### src/logic/vci_defs.vh
// constants for the vertical blanking caption and copy-management inserter
`ifndef VCI_DEFS_VH
`define VCI_DEFS_VH
// line numbers of the inserted lines
`define VCI_CC_LINE_ODD      10'h015
`define VCI_CC_LINE_EVEN     10'h11c
`define VCI_CGMS_LINE_ODD    10'h014
`define VCI_CGMS_LINE_EVEN   10'h11b
// caption bit of 1986 ns in 50 ns cycles, and its low half
`define VCI_CC_BIT_CYC       8'h27
`define VCI_CC_HALF_CYC      8'h13
// copy-management bit of 2235 ns in 50 ns cycles
`define VCI_CGMS_BIT_CYC     8'h2c
// start of inserted data, 10500 ns after line start
`define VCI_DATA_START_CYC   10'h0d2
// run-in cycles, half bits per run-in cycle
`define VCI_RUNIN_CYCLES     7
// caption frame: 14 half bits run-in, 2 blank bits, start, 16 data
`define VCI_CC_RUNIN_HALVES  5'h0e
`define VCI_CC_FRAME_BITS    5'h13
// copy-management frame: reference pulse + 20 bits
`define VCI_CGMS_BITS        5'h14
`define VCI_CRC_PRESET       6'h3f
// output levels
`define VCI_LVL_BLANK        8'h10
`define VCI_LVL_HIGH         8'h7e
`define VCI_FIFO_DEPTH       8
`define VCI_FIFO_AW          3
`endif

### src/logic/vci_crc6.v
// copy-management crc, polynomial x^6 + x + 1, all-ones preset
`timescale 1ns/1ps
`include "vci_defs.vh"
module vci_crc6 (
  // fourteen data bits, c0 first
  input  wire [13:0] data_bits,
  // crc bits c14..c19
  output wire [5:0]  crc_bits
);
  // serial lfsr unrolled by a loop over the data bits
  function [5:0] crc_step;
    input [5:0] crc;
    input       bit_in;
    reg         fb;
    begin
      fb       = crc[5] ^ bit_in;
      crc_step = {crc[4:1], crc[0] ^ fb, fb};
    end
  endfunction

  wire [5:0] chain [0:14];
  assign chain[0] = `VCI_CRC_PRESET;
  genvar i;
  generate
    for (i = 0; i < 14; i = i + 1)
    begin : g_step
      assign chain[i+1] = crc_step(chain[i], data_bits[i]);
    end
  endgenerate
  // c14 is the first crc bit sent, taken from the top of the register
  assign crc_bits = {chain[14][0], chain[14][1], chain[14][2],
                     chain[14][3], chain[14][4], chain[14][5]};
endmodule // vci_crc6

### src/logic/vci_fifo.v
// small valid/ready fifo for the outgoing sample stream
`timescale 1ns/1ps
module vci_fifo #(
  parameter WIDTH = 8,
  parameter DEPTH = 8,
  parameter AW    = 3
) (
  // clock and reset
  input  wire             ref_clk,
  input  wire             rst,
  // fill side
  input  wire             in_valid,
  output wire             in_ready,
  input  wire [WIDTH-1:0] in_data,
  // drain side
  output wire             out_valid,
  input  wire             out_ready,
  output wire [WIDTH-1:0] out_data
);
  reg [WIDTH-1:0] mem [0:DEPTH-1];
  reg [AW-1:0]    wr_ptr_reg;
  reg [AW-1:0]    rd_ptr_reg;
  reg [AW:0]      count_reg;
  wire            push;
  wire            pop;

  // honest full and empty flags
  assign in_ready  = (count_reg != DEPTH[AW:0]);
  assign out_valid = (count_reg != {(AW+1){1'b0}});
  assign push      = in_valid & in_ready;
  assign pop       = out_valid & out_ready;
  assign out_data  = mem[rd_ptr_reg];

  // storage write
  always @(posedge ref_clk)
  begin
    if (push)
      mem[wr_ptr_reg] <= in_data;
  end

  // pointers and fill count
  always @(posedge ref_clk or posedge rst)
  begin
    if (rst)
    begin
      wr_ptr_reg <= {AW{1'b0}};
      rd_ptr_reg <= {AW{1'b0}};
      count_reg  <= {(AW+1){1'b0}};
    end
    else
    begin
      if (push)
        wr_ptr_reg <= wr_ptr_reg + 1'b1;
      if (pop)
        rd_ptr_reg <= rd_ptr_reg + 1'b1;
      if (push & ~pop)
        count_reg <= count_reg + 1'b1;
      else if (pop & ~push)
        count_reg <= count_reg - 1'b1;
    end
  end
endmodule // vci_fifo

### src/logic/vci_inserter.v
// line 20/21 and 283/284 blanking-data inserter for the video path
`timescale 1ns/1ps
`include "vci_defs.vh"
// Operation
// - captions on line 21 odd, 284 even
// - seven-cycle run-in locked to bit clock
// - two blank bits then start bit one
// - two bytes, seven bits plus odd parity
// - extended bytes sent on even-field line 284
// - pixel input ignored on caption lines
// - single-buffered bytes, sent next caption line
// - copy-management on line 20 odd, 283 even
// - separate odd and even enables
// - copy-management only in ntsc mode
// - twenty bits after one-bit reference pulse
// - c0-7 third, c8-15 second, c16-19 first
// - auto crc computes c14-c19 from c0-c13
// - crc off sends register bits as held
// - enable bit set turns field output on
// - extended bytes in two 8-bit registers
module vci_inserter (
  // clock and reset
  input  wire       ref_clk,
  input  wire       rst,
  // line and field timing from the encoder
  input  wire       line_start,
  input  wire [9:0] line_number,
  input  wire       field_even,
  input  wire       ntsc_mode,
  // incoming pixel samples
  input  wire       pix_valid,
  output wire       pix_ready,
  input  wire [7:0] pix_data,
  // caption bytes, odd and even fields
  input  wire [7:0] caption_bytes_lo,
  input  wire [7:0] caption_bytes_hi,
  input  wire [7:0] extended_caption_bytes_lo,
  input  wire [7:0] extended_caption_bytes_hi,
  input  wire       caption_load,
  input  wire       extended_caption_load,
  // copy-management configuration
  input  wire [7:0] copy_mgmt_reg_first,
  input  wire [7:0] copy_mgmt_reg_second,
  input  wire [7:0] copy_mgmt_reg_third,
  // outgoing sample stream
  output wire       out_valid,
  input  wire       out_ready,
  output wire [7:0] out_data,
  // status
  output reg        insert_active
);
  // ==========================================================
  // configuration fields
  // ==========================================================
  wire       cgms_crc_auto_enable   = copy_mgmt_reg_first[4];
  wire       cgms_odd_field_enable  = copy_mgmt_reg_first[5];
  wire       cgms_even_field_enable = copy_mgmt_reg_first[6];

  localparam ST_IDLE  = 2'h0;
  localparam ST_WAIT  = 2'h1;
  localparam ST_CC    = 2'h2;
  localparam ST_CGMS  = 2'h3;

  localparam [7:0] BIT_CC   = `VCI_CC_BIT_CYC;
  localparam [7:0] BIT_CG   = `VCI_CGMS_BIT_CYC;
  localparam [7:0] HALF_CC  = `VCI_CC_HALF_CYC;
  localparam [9:0] START_CY = `VCI_DATA_START_CYC;

  // odd parity over seven data bits
  function [7:0] cc_byte;
    input [7:0] b;
    begin
      cc_byte = {~(^b[6:0]), b[6:0]};
    end
  endfunction

  // ==========================================================
  // caption byte buffers, one deep
  // ==========================================================
  reg [15:0] cc_odd_reg;
  reg [15:0] cc_even_reg;
  // a load holds until the next load of that buffer; each caption line resends it
  always @(posedge ref_clk or posedge rst)
  begin
    if (rst)
    begin
      cc_odd_reg  <= 16'h0000;
      cc_even_reg <= 16'h0000;
    end
    else
    begin
      if (caption_load)
        cc_odd_reg <= {caption_bytes_hi, caption_bytes_lo};
      if (extended_caption_load)
        cc_even_reg <= {extended_caption_bytes_hi,
                        extended_caption_bytes_lo};
    end
  end

  // ==========================================================
  // copy-management word build
  // ==========================================================
  wire [5:0]  crc_bits;
  wire [19:0] cgms_raw;
  wire [19:0] cgms_word;
  // bit mapping from the three registers
  assign cgms_raw = {copy_mgmt_reg_first[3:0], copy_mgmt_reg_second,
                     copy_mgmt_reg_third};

  vci_crc6 u_crc (
    .data_bits (cgms_raw[13:0]),
    .crc_bits  (crc_bits)
  );

  assign cgms_word = cgms_crc_auto_enable ?
                     {crc_bits[5:0], cgms_raw[13:0]} : cgms_raw;

  // ==========================================================
  // line decode
  // ==========================================================
  // caption and copy-management line select per field
  wire cc_line   = field_even ?
                   (line_number == `VCI_CC_LINE_EVEN) :
                   (line_number == `VCI_CC_LINE_ODD);
  wire cg_line   = field_even ?
                   (line_number == `VCI_CGMS_LINE_EVEN) :
                   (line_number == `VCI_CGMS_LINE_ODD);
  // a set bit turns output on
  wire cg_fen    = field_even ? cgms_even_field_enable :
                   cgms_odd_field_enable;
  wire cg_go     = cg_line & cg_fen & ntsc_mode;

  // ==========================================================
  // sequencer
  // ==========================================================
  reg  [1:0]  state_reg;
  reg  [1:0]  state_next;
  reg  [9:0]  delay_reg;
  reg  [7:0]  phase_reg;
  reg  [4:0]  bit_reg;
  reg  [4:0]  half_reg;
  reg         inrun_reg;
  reg  [19:0] shift_reg;
  reg         level_reg;
  reg         is_cc_reg;
  reg  [7:0]  samp_reg;
  reg         samp_vld_reg;

  wire [7:0]  bit_len   = is_cc_reg ? BIT_CC : BIT_CG;
  wire        bit_end   = (phase_reg == bit_len - 8'h01);
  // run-in high halves get one extra cycle so that a whole run-in
  // cycle spans exactly one caption bit period
  wire        half_end  = half_reg[0] ? (phase_reg == HALF_CC - 8'h01) :
                                        (phase_reg == HALF_CC);
  wire        fifo_ready;

  // ==========================================================
  // line start capture
  // ==========================================================
  // a line start that meets a full fifo is kept until the
  // sequencer may move, so a stalled cycle never loses a line
  reg         start_pend_reg;
  wire        start_req = (line_start & (cc_line | cg_go)) |
                          start_pend_reg;

  always @(posedge ref_clk or posedge rst)
  begin
    if (rst)
      start_pend_reg <= 1'b0;
    else
      start_pend_reg <= start_req & ~fifo_ready;
  end

  // next state
  always @*
  begin
    state_next = state_reg;
    case (state_reg)
      ST_IDLE:
        if (start_req)
          state_next = ST_WAIT;
      ST_WAIT:
        if (delay_reg == START_CY)
          state_next = is_cc_reg ? ST_CC : ST_CGMS;
      ST_CC:
        if (~inrun_reg & bit_end & (bit_reg == `VCI_CC_FRAME_BITS))
          state_next = ST_IDLE;
      ST_CGMS:
        if (bit_end & (bit_reg == `VCI_CGMS_BITS))
          state_next = ST_IDLE;
      default:
        state_next = ST_IDLE;
    endcase
  end

  // timing counters and serial data
  always @(posedge ref_clk or posedge rst)
  begin
    if (rst)
    begin
      state_reg <= ST_IDLE;
      delay_reg <= 10'h000;
      phase_reg <= 8'h00;
      bit_reg   <= 5'h00;
      half_reg  <= 5'h00;
      inrun_reg <= 1'b0;
      shift_reg <= 20'h00000;
      level_reg <= 1'b0;
      is_cc_reg <= 1'b0;
    end
    else if (fifo_ready)
    begin
      state_reg <= state_next;
      case (state_reg)
        ST_IDLE:
        begin
          delay_reg <= 10'h000;
          phase_reg <= 8'h00;
          bit_reg   <= 5'h00;
          half_reg  <= 5'h00;
          level_reg <= 1'b0;
          is_cc_reg <= cc_line;
          inrun_reg <= cc_line;
          // even field takes the extended bytes
          if (cc_line)
            shift_reg <= {4'h0, field_even ?
                {cc_byte(cc_even_reg[15:8]), cc_byte(cc_even_reg[7:0])} :
                {cc_byte(cc_odd_reg[15:8]), cc_byte(cc_odd_reg[7:0])}};
          else
            shift_reg <= cgms_word;
        end
        ST_WAIT:
        begin
          delay_reg <= delay_reg + 10'h001;
          // reference pulse high for one bit
          // run-in also opens high on this edge, full first half
          level_reg <= (delay_reg == START_CY);
        end
        ST_CC:
        begin
          if (inrun_reg)
          begin
            // run-in toggles each half bit, seven cycles
            phase_reg <= half_end ? 8'h00 : phase_reg + 8'h01;
            if (half_end)
            begin
              half_reg  <= half_reg + 5'h01;
              level_reg <= ~level_reg & (half_reg !=
                                         `VCI_CC_RUNIN_HALVES - 5'h01);
              if (half_reg == `VCI_CC_RUNIN_HALVES - 5'h01)
                inrun_reg <= 1'b0;
            end
          end
          else
          begin
            phase_reg <= bit_end ? 8'h00 : phase_reg + 8'h01;
            if (bit_end)
            begin
              bit_reg <= bit_reg + 5'h01;
              // bits 0-1 blank, bit 2 start
              if (bit_reg == 5'h01)
                level_reg <= 1'b1;
              else if (bit_reg >= 5'h02)
              begin
                level_reg <= shift_reg[0];
                shift_reg <= {1'b0, shift_reg[19:1]};
              end
              else
                level_reg <= 1'b0;
            end
          end
        end
        ST_CGMS:
        begin
          phase_reg <= bit_end ? 8'h00 : phase_reg + 8'h01;
          if (bit_end)
          begin
            bit_reg   <= bit_reg + 5'h01;
            level_reg <= shift_reg[0];
            shift_reg <= {1'b0, shift_reg[19:1]};
          end
        end
        default:
          state_reg <= ST_IDLE;
      endcase
    end
  end

  // ==========================================================
  // sample mux into the output fifo
  // ==========================================================
  wire on_vbi_line = cc_line | cg_go;
  assign pix_ready = fifo_ready;

  always @(posedge ref_clk or posedge rst)
  begin
    if (rst)
    begin
      samp_reg      <= `VCI_LVL_BLANK;
      samp_vld_reg  <= 1'b0;
      insert_active <= 1'b0;
    end
    else if (fifo_ready)
    begin
      insert_active <= (state_reg != ST_IDLE);
      if (cc_line | (state_reg != ST_IDLE))
      begin
        samp_reg     <= level_reg ? `VCI_LVL_HIGH : `VCI_LVL_BLANK;
        samp_vld_reg <= 1'b1;
      end
      else
      begin
        samp_reg     <= on_vbi_line ? `VCI_LVL_BLANK : pix_data;
        samp_vld_reg <= pix_valid;
      end
    end
  end

  vci_fifo #(
    .WIDTH (8),
    .DEPTH (`VCI_FIFO_DEPTH),
    .AW    (`VCI_FIFO_AW)
  ) u_fifo (
    .ref_clk   (ref_clk),
    .rst       (rst),
    .in_valid  (samp_vld_reg),
    .in_ready  (fifo_ready),
    .in_data   (samp_reg),
    .out_valid (out_valid),
    .out_ready (out_ready),
    .out_data  (out_data)
  );
endmodule // vci_inserter

### config.mk
export PLATFORM = sky130hd
export DESIGN_NAME = vci_inserter
export DESIGN_NICKNAME = d
export VERILOG_FILES = /design/src/logic/vci_crc6.v /design/src/logic/vci_fifo.v /design/src/logic/vci_inserter.v
export VERILOG_INCLUDE_DIRS = /design/src /design/src/logic
export SDC_FILE = /design/constraint.sdc
export NUM_CORES = 1
export LEC_CHECK = 0
export BUFFER_PORTS_ARGS = -buffer_cell sky130_fd_sc_hd__buf_2
export CORE_AREA = 5 5 188 190
export DETAILED_ROUTE_END_ITERATION = 16
export DIE_AREA = 0 0 193 195
export GPL_TIMING_DRIVEN = 1
export PLACE_DENSITY = 0.41
export SETUP_SLACK_MARGIN = 0.2
export SLEW_MARGIN = 30
export SYNTH_ARGS = -nofsm -noshare
export SYNTH_HDL_FRONTEND = slang
export SYNTH_SLANG_ARGS = --single-unit
### constraint.sdc
create_clock -name ref_clk -period 3.1 [get_ports ref_clk]
set_input_delay 0.155 -clock ref_clk [delete_from_list [all_inputs] [get_ports ref_clk]]
set_output_delay 0.155 -clock ref_clk [all_outputs]
set_load 0.02 [all_outputs]
### After elaboration in Yosys (flattened, before gate mapping)

Memories as Yosys holds them, arrays and structs flattened.
Cells that the tools add are included.

| operators by class | value |
|---|---|
| add/subtract/negate cells | 9 |
| order comparisons | 1 |
| equal/unequal tests | 30 |
| muxes and demuxes | 50 |
| bitwise logic cells | 51 |
| reductions and logical operators | 20 |

Operator list:

| cell | count |
|---|---|
| $mux W20 | 7 |
| $pmux W20 S3 | 1 |
| $mux W8 | 5 |
| $reduce_xor A7 Y1 | 4 |
| $pmux W8 S3 | 1 |
| $ne A2 B2 Y1 const B | 11 |
| $xor A1 B1 Y1 | 22 |
| $eq A10 B5 Y1 const B | 2 |
| $eq A10 B9 Y1 const B | 2 |
| $mux W5 | 4 |
| $pmux W10 S2 | 1 |
| $mux W1 | 17 |
| $eq A8 B5 Y1 const B | 2 |
| $mux W16 | 1 |
| $pmux W5 S3 | 1 |
| $not A1 Y1 | 14 |
| $and A1 B1 Y1 | 12 |
| $mux W4 | 3 |
| $add A10 B1 Y10 const B | 1 |
| $add A5 B1 Y5 const B | 2 |
| $eq A10 B8 Y1 const B | 1 |
| $eq A5 B5 Y1 const B | 2 |
| $pmux W5 S2 | 1 |
| $add A8 B1 Y8 const B | 1 |
| 28 further kinds | 43 |

| storage, ports and cells | value |
|---|---|
| register bits after elaboration | 104 |
| memory bits (writable) | 64 |
| logic and storage cells | 180 |
| memories kept | 1 |

Memories:

| name | depth | width | rd ports | clocked after memory_dff | write ports | line | RTL |
|---|---|---|---|---|---|---|---|
| u_fifo.mem | 8 | 8 | 1 | 0 | 1 | vci_fifo.v:20 | `reg [WIDTH-1:0] mem [0:DEPTH-1];` |

### Depth between registers and ports, before layout

| depth | value |
|---|---|
| word-level depth | 9 |
| depth in mapped cells | 12 |
| gate-level depth less buffers | 12 |

### Hierarchy

Synthesis repeated with hierarchy kept, for this count alone.

| second synthesis, totals | value |
|---|---|
| cell total of the unflattened synthesis | 685 |
| area total of the unflattened synthesis | 8456.9 µm² |

By module, submodules not included:

| module | times used | cells an instance | area an instance (µm²) | seq. area each (µm²) |
|---|---|---|---|---|
| vci_inserter | 1 | 506 | 5134.9 | 2303.5 |
| vci_fifo | 1 | 156 | 3113.0 | 2172.1 |
| vci_crc6 | 1 | 23 | 209.0 | 0.0 |

### Worst setup path after synthesis

OpenSTA, ideal clock, no wires.

| timing path | value |
|---|---|
| path kind | register -> register |
| from | register u_fifo.count_reg[1] |
| to | register u_fifo.count_reg[3] |
| library setup time | 0.125 ns |
| arrival time | 2.409 ns |
| setup slack | 0.566 ns |
| cell stages (with the launch flop) | 11 |
| buffers on the path | 0 |
| path through | dfrtp_1 > or4_1 > nand2_1 > ha_1 > inv_1 > ha_1 > a21o_1 > a21oi_1 > xnor2_1 > nor2_1 > xor2_1 |

| on the way | value |
|---|---|
| cells in the longest elaborated chain, start to end | 5 |
| elaborated cells on any way between the ends | 13 |
| classes of those cells | 2 x add/sub; 1 x eq/ne; 2 x mux; 6 x bitwise; 2 x reduce/logical |

RTL lines:

| item | line | RTL |
|---|---|---|
| start: declaration | vci_fifo.v:23 | `reg [AW:0] count_reg;` |
| start signal: assignment | vci_fifo.v:48 | `count_reg <= {(AW+1){1'b0}};` |
| start signal: assignment | vci_fifo.v:57 | `count_reg <= count_reg + 1'b1;` |
| start signal: assignment | vci_fifo.v:59 | `count_reg <= count_reg - 1'b1;` |
| $reduce_bool A4 Y1 (*) | vci_fifo.v:29 | `assign out_valid = (count_reg != {(AW+1){1'b0}});` |
| named net out_valid | vci_inserter.v:46 | `output wire out_valid,` |
| $and A1 B1 Y1 (*) | vci_fifo.v:31 | `assign pop = out_valid & out_ready;` |
| $not A1 Y1 | vci_fifo.v:56 | `if (push & ~pop)` |
| $and A1 B1 Y1 | vci_fifo.v:56 |  |
| $mux W4 or $reduce_bool A2 Y1 (tied branches) | n/a |  |

Mark *: on every way through the listed nets, which the timed path passes. The rest lies on a longest branch. The select of a mux whose other input is x is not followed.
A chain may end at the register's enable or synchronous reset.

### Worst setup path after layout

| timing path | value |
|---|---|
| from | register u_fifo.count_reg[1] |
| to | register u_fifo.count_reg[3] |

| on the way | value |
|---|---|
| cells in the longest elaborated chain, start to end | 5 |
| elaborated cells on any way between the ends | 13 |
| classes of those cells | 2 x add/sub; 1 x eq/ne; 2 x mux; 6 x bitwise; 2 x reduce/logical |

RTL lines:

| item | line | RTL |
|---|---|---|
| $ne A4 B4 Y1 (*) | vci_fifo.v:28 | `assign in_ready = (count_reg != DEPTH[AW:0]);` |
| $and A1 B1 Y1 (*) | vci_fifo.v:30 | `assign push = in_valid & in_ready;` |
| named net u_fifo.push | vci_fifo.v:24 | `wire push;` |
| $not A1 Y1 | vci_fifo.v:58 | `else if (pop & ~push)` |
| $and A1 B1 Y1 | vci_fifo.v:58 |  |
| $reduce_bool A2 Y1 (no source line) | n/a |  |

Marks and branches as above.

==> impl_metrics.tcl <==
set metrics [dict create \
    rows 67 \
    yosys_register_bits 166 \
    syn_area_per_cell_um2 12.1 \
    gr-usage-met3_pct 2.46 \
    drt-total-wl_um 20300 \
    synthesis.nets 778 \
    slew_headroom_pct 37.6 \
    start_util_pct 24.7 \
    grt_max_degree 58 \
    syn_to_final_growth_pct 24.1 \
    n_fill_cell 3440 \
    numCtsBuffers 17 \
    place_inst 1203 \
    remaining_drc_errors 0 \
    worst_ep_required_time_ns 3.42 \
    cts_tree "yes" \
    htreeDepth 4 \
    grt_use_met1_pct 14.7 \
    seqCellArea_um2 4480 \
    endpoint_kind "flop" \
    hold_depth 3 \
    final_cell_area_um2 10200 \
    worst_path_largest_cell_delay_ns 0.45 \
    crit_arrival_ns 2.91 \
    grt_pass1_vias 5884 \
    cts_max_path_buffers 2 \
    routabilityCongestion 0.723 \
    setup_violations 0 \
    vias 5522 \
    min_period_ns 2.59 \
    seq_area_frac_synth_pct 54.4 \
    rsz0062_at_grt "false" \
    cp-start-kind "flop" \
    io_buffers 88 \
    drive_gt1_share_pct 26.2 \
    powerDensity_nw_per_um2 732 \
    synth_edf_count 64 \
    worstReg2RegEnd "u_fifo.count_reg[3]$_DFFE_PP0P_" \
    n_antenna_cell 0 \
    globalRoute.busiestLayer "met2" \
    netlist_area_um2 8230 \
    post_cts_buffers 0 \
    syn_inst 680 \
    clock_sinks 166 \
    multiInputGateArea_um2 3580 \
    path_delay_family "simple AND/OR/NAND/NOR gates" \
    path_max_fanout 7 \
    fp.dieW_um 193 \
    tightest_slew_ns 0.933 \
    io_pins 94 \
    cts-resized-gates 0 \
    reg2reg_depth 12 \
    drt_iter0_markers 232 \
    hold_class "input port to flop" \
    slew_viol_final 0 \
    wl_per_cell_um 15.9 \
    ys.flop_type "dfrtp_1" \
    period_share_pct 83.7 \
    die_h_um 195 \
    grt_first_pass_wirelength_um 32900 \
    antenna_found_initial 0 \
    grt_use_total_pct 11.3 \
    largest_register_ffs 64 \
    critical_path_class "flop to flop" \
    finalPower_mw 7.47 \
    met2_usage_pct 18.9 \
    path_cells "nor4b_2 > inv_2 > nand2_1 > inv_1 > ha_1 > inv_1 > ha_1 > a21o_1 > a21oi_1 > xnor2_1 > nor2_1 > xor2_1" \
    p_leak_nw 3.96 \
    min_to "start_pend_reg$_DFF_PP0_" \
    ant_nets 0 \
    r2r-start "u_fifo.count_reg[1]$_DFFE_PP0P_" \
    crit_slowest_cell "dfrtp_1" \
    ctsRootBufferMaster "clkbuf_16" \
    fmax_mhz 386 \
    ys.warnings.count 0 \
    die-area_um2 37600 \
    timing.reg2reg.setup_slack_ns 0.51 \
    finalClockSkew_ns 0.00958 \
    fin_tns_setup_ns 0 \
    clk_latency_ns 0.43 \
    max-vdd-ir-drop_mv 0.391 \
    cts.clk_slew.worst_paths_ns 0.07 \
    place_hpwl_um 14200 \
    min_from "line_start" \
    final_hold_viol_count 0 \
    status "complete, no violations" \
    viasPerCell 4.33 \
    synthArstFlopShare_pct 61.4 \
    drt_pre_antenna_iters 4 \
    path_buf_inv 3 \
    cts_hold_buf 39 \
    coreArea_um2 33300 \
    instances_no_fill 1274 \
    grt_overflow 0 \
    maxCapViolCount 0 \
    dpl-instance-area_um2 9240 \
    finalNetCount 911 \
    synth_cell_type_count 60 \
]
## layout make-up
cell class / count / share of cell area [%]
well taps: 448 / 5.49
clock buffers: 18 / 4.20
flip-flops and latches: 166 / 43.8
repair buffers: 146 / 9.53
inverters: 12 / 0.466
multi-input cells: 470 / 35.1
clock inverters: 14 / 1.40
## where the power goes
part | switching, mW | total [mW] | internal [mW]
sequential | 0.403 | 3.23 | 2.83
combinational | 1.09 | 2.14 | 1.06
clock | 0.964 | 2.10 | 1.13
## logic make-up after synthesis
group / Yosys count / share of synthesized area (%)
mux: 91 / 14.3
buf+inv: 44 / 2.30
xor+xnor: 62 / 6.94
fa+ha+maj: 15 / 2.37
flops: 166 / 54.4
simple gates: 196 / 11.8
compound gates: 106 / 7.88
## per-stage QoR
stage               utilization (%)  setup WS, ns  hold slack (ns)
floorplan                         -         0.271            0.288
global placement               27.8         0.480            0.374
detailed placement             27.8         0.490            0.368
CTS                            30.7         0.474           0.0138
global route                   30.7         0.258           0.0635
finish                         30.7         0.506           0.0281
## worst max-delay path by stage
stage | startpoint | endpoint | slack, ns | depth (start not counted)
floorplan | rst | bit_reg[0]$_DFFE_PP0P_ | 0.27 | 1
global placement | u_fifo.count_reg[1]$_DFFE_PP0P_ | u_fifo.count_reg[3]$_DFFE_PP0P_ | 0.48 | 12
detailed placement | u_fifo.count_reg[1]$_DFFE_PP0P_ | u_fifo.count_reg[3]$_DFFE_PP0P_ | 0.49 | 12
CTS | u_fifo.count_reg[1]$_DFFE_PP0P_ | u_fifo.count_reg[3]$_DFFE_PP0P_ | 0.47 | 12
global route | u_fifo.count_reg[1]$_DFFE_PP0P_ | u_fifo.count_reg[3]$_DFFE_PP0P_ | 0.26 | 12
finish | u_fifo.count_reg[1]$_DFFE_PP0P_ | u_fifo.count_reg[3]$_DFFE_PP0P_ | 0.51 | 12
## cells in the final DEF, fill, tap and decap left out, types with 5 or more instances in the layout
master / count
dfrtp_1: 101
buf_2: 88
edfxtp_1: 64
nand2_1: 58
mux2_2: 55
nor2_1: 41
xnor2_1: 41
dlygate4sd3_1: 39
a21oi_1: 37
o21ai_0: 26
nor3_1: 25
mux2i_1: 20
xor2_1: 19
buf_4: 19
nand3_1: 18
clkbuf_16: 17
mux4_2: 16
ha_1: 14
inv_1: 9
nand4_1: 8
nor2b_1: 8
o31ai_1: 6
o21ai_1: 6
a22o_1: 6
nand2b_1: 5
o211ai_1: 5
## tightest hold or removal path, delay by kind of cell
| family | cells | cell delay [ns] |
|---|---|---|
| buf+inv | 1 | 0.11 |
| simple gates | 1 | 0.07 |
| compound gates | 1 | 0.08 |
## metal layers
metal	part of all wire, %	up-vias
li1	-	2763
met5	0	-
met3	3.2	8
met2	50	63
met4	0.92	0
met1	46	2688
## Yosys cell counts, types with 16 or more instances
cell type  count  share of area (%)
a21oi_1       37                2.3
nand2_1       58                2.6
o21ai_0       26                1.6
mux4_2        16                4.4
dfrtp_1      101                 31
clkbuf_1      20               0.91
nor2_1        42                1.9
mux2_2        55                7.5
mux2i_1       20                2.4
edfxtp_1      64                 23
nand3_1       18                1.1
nor3_1        26                1.6
xnor2_1       41                4.4
xor2_1        19                2.0
No activity file was read; power rests on OpenSTA's default activity.
